<file path="src/asr_defs.svh">
// Timing constants and pin widths for the asynchronous RAM host controller
// Assumes a 20 MHz system clock and a fast-grade memory by default
`ifndef ASR_DEFS_SVH
`define ASR_DEFS_SVH

`define ASR_CLK_PERIOD_NS 50
`define ASR_ADDR_W 13
`define ASR_DATA_W 8
`define ASR_WORDS 8192
// Fast grade figures
`define ASR_CYCLE_NS_FAST 55
`define ASR_DATA_SETUP_NS_FAST 20
// Slow grade figures
`define ASR_CYCLE_NS_SLOW 70
`define ASR_DATA_SETUP_NS_SLOW 30
// Read data hold after address change
`define ASR_HOLD_NS 10
// Least times round up to whole cycles
`define ASR_CYC_UP(ns) (((ns) + `ASR_CLK_PERIOD_NS - 1) / `ASR_CLK_PERIOD_NS)

`endif

</file>
<file path="src/asr_pkg.sv">
// Types shared by the asynchronous RAM host controller
// Assumes asr_defs.svh is on the include path
`include "asr_defs.svh"

package asr_pkg;

	// Pin bundle driven toward the memory
	typedef struct packed {
		logic [`ASR_ADDR_W-1:0] word_select_lines;
		logic select_low_active_n;
		logic select_high_active;
		logic write_strobe_n;
		logic output_gate_n;
	} asr_pins_type;

	// User request
	typedef struct packed {
		logic write;
		logic [`ASR_ADDR_W-1:0] addr;
		logic [`ASR_DATA_W-1:0] wdata;
	} asr_req_type;

	typedef enum logic [5:0] {
		ASR_IDLE = 6'h01,
		ASR_RSET = 6'h02,
		ASR_RACC = 6'h04,
		ASR_WSET = 6'h08,
		ASR_WPUL = 6'h10,
		ASR_WEND = 6'h20
	} asr_state_type;

endpackage

</file>
<file path="src/asr_wait_timer.sv">
// Cycle counter used to stretch the read access and write pulse phases of an access
// Assumes one clock; load and count in the same domain
`timescale 1ns/1ns

module asr_wait_timer import asr_pkg::*; #(
	parameter int WIDTH = 4
) (
	// Clock and reset
	input wire logic clk,
	input wire logic nrst,
	// Control
	input wire logic load,
	input wire logic [WIDTH-1:0] count,
	// Status
	output logic done
);

	logic [WIDTH-1:0] cnt_reg;

	if (WIDTH < 2) begin : g_bad_width
		$error("asr_wait_timer: WIDTH too small");
	end

	always_ff @(posedge clk or negedge nrst) begin
		if (!nrst) begin
			cnt_reg <= '0;
		end else if (load) begin
			cnt_reg <= count;
		end else if (cnt_reg != '0) begin
			cnt_reg <= cnt_reg - 1'b1;
		end
	end

	always_ff @(posedge clk or negedge nrst) begin
		if (!nrst) begin
			done <= 1'b0;
		end else begin
			done <= !load && (cnt_reg == {{(WIDTH-1){1'b0}}, 1'b1});
		end
	end

endmodule

</file>
<file path="src/asr_host.sv">
// Host controller for an 8K x 8 asynchronous static RAM
// Assumes data_lines_in comes straight from the pins and is not synchronous to clk
`timescale 1ns/1ns

module asr_host import asr_pkg::*; #(
	parameter bit SLOW_GRADE = 1'b0,
	parameter int ADDR_W = `ASR_ADDR_W,
	parameter int DATA_W = `ASR_DATA_W
) (
	// Clock and reset
	input wire logic clk,
	input wire logic nrst,
	// User request
	input wire logic req_valid,
	input wire asr_req_type req,
	output logic req_ready,
	// User answer
	output logic rd_valid,
	output logic [DATA_W-1:0] rd_data,
	// Memory control pins
	output asr_pins_type pins,
	// Memory data lines
	input wire logic [DATA_W-1:0] data_lines_in,
	output logic [DATA_W-1:0] data_lines_out,
	output logic data_lines_oe
);

	localparam int CYCLE_NS = SLOW_GRADE ? `ASR_CYCLE_NS_SLOW : `ASR_CYCLE_NS_FAST;
	localparam int SETUP_NS = SLOW_GRADE ? `ASR_DATA_SETUP_NS_SLOW : `ASR_DATA_SETUP_NS_FAST;
	localparam int ACC_CYC = `ASR_CYC_UP(CYCLE_NS);
	localparam int SETUP_CYC = `ASR_CYC_UP(SETUP_NS);
	localparam int PULSE_CYC = (ACC_CYC > SETUP_CYC) ? ACC_CYC : SETUP_CYC;
	localparam int TW = 4;

	if (ADDR_W != `ASR_ADDR_W || DATA_W != `ASR_DATA_W) begin : g_bad_width
		$error("asr_host: bus widths must match the memory");
	end
	if (ACC_CYC + 2 >= (1 << TW) || PULSE_CYC >= (1 << TW)) begin : g_bad_timer
		$error("asr_host: timer too narrow");
	end

	// ----------------------------------------
	// Pin input synchroniser
	// ----------------------------------------
	logic [DATA_W-1:0] din_meta_reg;
	logic [DATA_W-1:0] din_sync_reg;

	always_ff @(posedge clk or negedge nrst) begin
		if (!nrst) begin
			din_meta_reg <= '0;
			din_sync_reg <= '0;
		end else begin
			din_meta_reg <= data_lines_in;
			din_sync_reg <= din_meta_reg;
		end
	end

	// ----------------------------------------
	// Phase timer
	// ----------------------------------------
	logic tmr_load;
	logic [TW-1:0] tmr_count;
	logic tmr_done;

	asr_wait_timer #(.WIDTH(TW)) u_timer (
		.clk(clk),
		.nrst(nrst),
		.load(tmr_load),
		.count(tmr_count),
		.done(tmr_done)
	);

	// ----------------------------------------
	// Sequencer
	// ----------------------------------------
	asr_state_type state_reg;
	asr_state_type state_next;

	function automatic logic [TW-1:0] cyc(input int n);
		return TW'(n);
	endfunction

	always_comb begin
		state_next = state_reg;
		tmr_load = 1'b0;
		tmr_count = '0;
		case (state_reg)
			ASR_IDLE: begin
				if (req_valid) begin
					// Address settles one cycle before selects go active
					state_next = req.write ? ASR_WSET : ASR_RSET;
				end
			end
			ASR_RSET: begin
				state_next = ASR_RACC;
				// Selects held past access time plus two sync stages
				tmr_load = 1'b1;
				tmr_count = cyc(ACC_CYC + 2);
			end
			ASR_RACC: begin
				if (tmr_done) state_next = ASR_IDLE;
			end
			ASR_WSET: begin
				state_next = ASR_WPUL;
				// Pulse covers select, address and data lead times
				tmr_load = 1'b1;
				tmr_count = cyc(PULSE_CYC);
			end
			ASR_WPUL: begin
				if (tmr_done) state_next = ASR_WEND;
			end
			ASR_WEND: begin
				state_next = ASR_IDLE;
			end
			default: begin
				state_next = ASR_IDLE;
			end
		endcase
	end

	always_ff @(posedge clk or negedge nrst) begin
		if (!nrst) begin
			state_reg <= ASR_IDLE;
		end else begin
			state_reg <= state_next;
		end
	end

	// ----------------------------------------
	// Request latch and handshake
	// ----------------------------------------
	logic [ADDR_W-1:0] addr_reg;
	logic [DATA_W-1:0] wdata_reg;

	always_ff @(posedge clk or negedge nrst) begin
		if (!nrst) begin
			addr_reg <= '0;
			wdata_reg <= '0;
		end else if (state_reg == ASR_IDLE && req_valid) begin
			// One byte per access over 13 address bits
			addr_reg <= req.addr;
			wdata_reg <= req.wdata;
		end
	end

	always_ff @(posedge clk or negedge nrst) begin
		if (!nrst) begin
			req_ready <= 1'b0;
		end else begin
			req_ready <= (state_next == ASR_IDLE) && !(state_reg == ASR_IDLE && req_valid);
		end
	end

	// ----------------------------------------
	// Pin drive
	// ----------------------------------------
	always_ff @(posedge clk or negedge nrst) begin
		if (!nrst) begin
			pins.word_select_lines <= '0;
			pins.select_low_active_n <= 1'b1;
			pins.select_high_active <= 1'b0;
			pins.write_strobe_n <= 1'b1;
			pins.output_gate_n <= 1'b1;
		end else begin
			// Address stays put from setup through the end of the access
			pins.word_select_lines <= (state_reg == ASR_IDLE && req_valid) ? req.addr : addr_reg;
			// Both selects together or neither; idle leaves the memory in standby
			pins.select_low_active_n <= !(state_next == ASR_RACC || state_next == ASR_WPUL);
			pins.select_high_active <= (state_next == ASR_RACC || state_next == ASR_WPUL);
			// Strobe falls with the selects and rises with them, ending the write
			pins.write_strobe_n <= !(state_next == ASR_WPUL);
			// Gate low only for reads; high through writes
			pins.output_gate_n <= !(state_next == ASR_RACC);
		end
	end

	always_ff @(posedge clk or negedge nrst) begin
		if (!nrst) begin
			data_lines_out <= '0;
			data_lines_oe <= 1'b0;
		end else begin
			// Data driven before the strobe and held one cycle past its rise
			data_lines_out <= (state_reg == ASR_IDLE && req_valid) ? req.wdata : wdata_reg;
			// Never driven while the gate may be low
			data_lines_oe <= (state_next == ASR_WSET || state_next == ASR_WPUL || state_next == ASR_WEND)
				&& state_next != ASR_RACC;
		end
	end

	// ----------------------------------------
	// Read capture
	// ----------------------------------------
	always_ff @(posedge clk or negedge nrst) begin
		if (!nrst) begin
			rd_valid <= 1'b0;
			rd_data <= '0;
		end else begin
			// Sampled at the last selected cycle, address unchanged so data holds
			rd_valid <= (state_reg == ASR_RACC) && tmr_done;
			if (state_reg == ASR_RACC && tmr_done) rd_data <= din_sync_reg;
		end
	end

endmodule

</file>
<file path="config.mk">
export PLATFORM = sky130hd
export DESIGN_NAME = asr_host
export DESIGN_NICKNAME = d
export VERILOG_FILES = /design/src/asr_pkg.sv /design/src/asr_wait_timer.sv /design/src/asr_host.sv
export VERILOG_INCLUDE_DIRS = /design/src
export SDC_FILE = /design/constraint.sdc
export NUM_CORES = 1
export LEC_CHECK = 0
export ABC_AREA = 1
export BUFFER_PORTS_ARGS = -buffer_cell sky130_fd_sc_hd__buf_4
export CORE_MARGIN = 2
export CORE_UTILIZATION = 54
export DETAILED_ROUTE_END_ITERATION = 6
export MAX_ROUTING_LAYER = met4
export PLACE_DENSITY = 0.8
export SETUP_SLACK_MARGIN = 0.15
export SLEW_MARGIN = 20
export SYNTH_ARGS = -nofsm -noshare
export SYNTH_HDL_FRONTEND = slang
export SYNTH_SLANG_ARGS = --single-unit
</file>
<file path="constraint.sdc">
create_clock -name clk -period 3 [get_ports clk]
set_input_delay 0.9 -clock clk [delete_from_list [all_inputs] [get_ports clk]]
set_output_delay 0.9 -clock clk [all_outputs]
set_load 0.01 [all_outputs]
</file>
==> flow_metrics.tcl <==
set metrics [dict create \
    multi_input_area_um2 674.4 \
    wl_met1_um 1765 \
    globalplace.congestion 0.7816 \
    ys_types 23 \
    die_w_um 70.16 \
    worst-setup-path-type "flip-flop to output port" \
    crit-reg2reg-launch "state_reg[0]" \
    clock_path_buffers 2 \
    critPathCapture "pins[0]" \
    grt_max_degree 64 \
    synth-xor-area-share_pct 0.7411 \
    setup_tns_ns 0 \
    antenna_found_initial 0 \
    grt_pass1_vias 1627 \
    clk_pin_slew_ns 0.07 \
    post-route-period-util_pct 61.65 \
    r2r_end "data_lines_out[3]" \
    top_register "pins" \
    synth_top_area_share_pct 62.47 \
    final_cells 352 \
    critPathRequiredTime_ns 2.10 \
    ir_drop_mv 0.4898 \
    hold_class "flip-flop to flip-flop" \
    fp.dieH_um 70.16 \
    std_cell_rows 24 \
    num_io_pins 69 \
    worstMarginPinSlew_ns 0.7392 \
    cts_buffers 9 \
    reg2reg_slack_ns 1.39 \
    hpwlAfterDp_um 3004 \
    via_per_inst 4.756 \
    utilization_pct 71.79 \
    synth_cells 220 \
    coreArea_mm2 0.004294 \
    drt-initial-drc-count 171 \
    p_leak_nw 1.682 \
    final_common_cell "nand2_1" \
    synth-simple-area-share_pct 24.72 \
    syn_nets 256 \
    synth_compound_area_share_pct 1.482 \
    finalMaxSlewViolations 0 \
    postCtsSetupRepairBufs 0 \
    synth_top_family_by_area "simple AND/OR/NAND/NOR gates" \
    grt-ovfl-total 0 \
    area_delta_synth_final_pct 30.44 \
    rsz0062_at_grt "false" \
    crit_path_max_incr_delay_ns 0.52 \
    htreeDepth 3 \
    final_cell_mix "nand2_1 (97), buf_4 (68), dfrtp_1 (59)" \
    path_max_fanout 1 \
    routed-wl-met2_um 2259 \
    cts_resized 0 \
    cp-start-kind "flip-flop" \
    n_fill_cell 337 \
    status "completed" \
    finalHoldViolations 0 \
    synth_mux_area_share_pct 0 \
    drv_cap 0 \
    critical_path_buf_inv_count 1 \
    met3_length_um 192 \
    largest_register_ffs 17 \
    routed_wl_um 4313 \
    powerDensity_mw_per_mm2 970.4 \
    ys_seq_area_share_pct 66.91 \
    dpl.cell_count 336 \
    cts_tree "yes" \
    grt_pass1_wl_um 7355 \
    design_area_mm2 0.003083 \
    crit_path_cell_trace "buf_4" \
    ys_seq_elements 63 \
    crit_start "pins[0]" \
    path_depth 1 \
    critPathSlowestCell "dfstp_2" \
    routedWlPerCell_um 12.25 \
    vias 1674 \
    cts_num_sinks 63 \
    top_layer_used "met4" \
    drtAntennaViolNets 0 \
    grt.total_usage_pct 20.42 \
    numPortBuffers 68 \
    insertion_delay_ns 0.33 \
    crit_family "flip-flops" \
    cp-end-kind "output port" \
    die_area_mm2 0.004922 \
    initial_utilization_pct 55.04 \
    finalCriticalPeriod_ns 1.849 \
    relSlewSlack_pct 50.72 \
    synth.area.top_cells "dfrtp_1 (62%), nand2_1 (15%), dfstp_2 (4.4%)" \
    syn_avg_cell_area_um2 10.74 \
    placed_area_mm2 0.002894 \
    yosysTopAreaCell "dfrtp_1" \
    cp.arrival_ns 0.95 \
    worst_r2r_path_depth 7 \
    setup_viol 0 \
    ys_warn_count 0 \
    holdBufCountCts 0 \
    fmax_mhz 540.7 \
    drc 0 \
    clock_skew_ns 0.009471 \
    syn-cell-area_mm2 0.002364 \
    synth-adder-area-share_pct 1.588 \
    nNetsFinal 331 \
    drive_gt1_share_pct 34.67 \
    register_area_mm2 0.001582 \
    drt_pass1_iterations 4 \
    n_antenna_cell 0 \
    root_buffer "clkbuf_8" \
]
## area by class of cell
cell class              count  share of cell area [%]
flip-flops and latches     63                   51.30
multi-input cells         137                   21.87
repair buffers             68                   16.56
clock buffers              10                   4.140
well taps                  52                   2.110
inverters                  16                   2.029
clock inverters             6                   1.989
## metal layers
layer | vias to the layer above | GRT usage, %
met4 | 0 | 12.18
li1 | 827 | -
met3 | 8 | 4.762
met2 | 47 | 32.49
met5 | - | -
met1 | 792 | 23.73
## how the worst min path moves through the flow
stage | startpoint | to | slack [ns] | cells after the start
6_report | din_meta_reg[1] | din_sync_reg[1] | 0.35 | 0
5_1_grt | din_meta_reg[4] | din_sync_reg[4] | 0.36 | 0
4_1_cts | din_meta_reg[4] | din_sync_reg[4] | 0.35 | 0
3_5_place_dp | din_meta_reg[1] | din_sync_reg[1] | 0.33 | 0
3_3_place_gp | din_meta_reg[3] | din_sync_reg[3] | 0.33 | 0
2_1_floorplan | din_meta_reg[0] | din_sync_reg[0] | 0.33 | 0
## worst register-to-register path, delay by kind of cell (launching register included)
kind          cells  cell delay, ns
flops             1            0.58
simple gates      5            0.71
buf+inv           2            0.22
## cells by family after synthesis
family / Yosys count
AO/OA/AOI/OAI: 5
buffers and inverters: 20
XOR/XNOR: 2
AND/OR/NAND/NOR: 127
flip-flops: 63
adder cells (fa/ha/maj): 3
## Yosys cell counts
master	number
nand3_2	2
dfstp_2	4
inv_1	11
a21boi_0	1
nor2_2	3
o21ai_0	2
nand4_4	1
o21ai_2	2
xor2_1	2
ha_1	3
nand4_1	4
dfrtp_1	59
nand3_4	1
buf_6	4
nand2_1	97
nor2_4	3
nor2_8	1
inv_2	3
nor2_1	9
clkinv_1	1
nor3_1	1
nand3_1	5
inv_4	1
## power breakdown
part | internal, W | switching (W) | leakage, nW
logic | 0.000454 | 0.000557 | 0.803
registers | 0.00112 | 0.000164 | 0.782
clock network | 0.000380 | 0.000314 | 0.0960
## metrics by stage
| step | setup WS (ns) | total power [W] | hold WS (ns) |
|---|---|---|---|
| after global routing | 1.118 | 0.003199 | 0.3556 |
| final | 1.151 | 0.002992 | 0.3501 |
| after detailed placement | 1.162 | 0.002319 | 0.3347 |
| after floorplan | 1.488 | 0.001889 | 0.3312 |
| after global placement | 1.206 | 0.002272 | 0.3316 |
| after CTS | 1.131 | 0.003025 | 0.3525 |
Power figures use the tool's default switching activity.
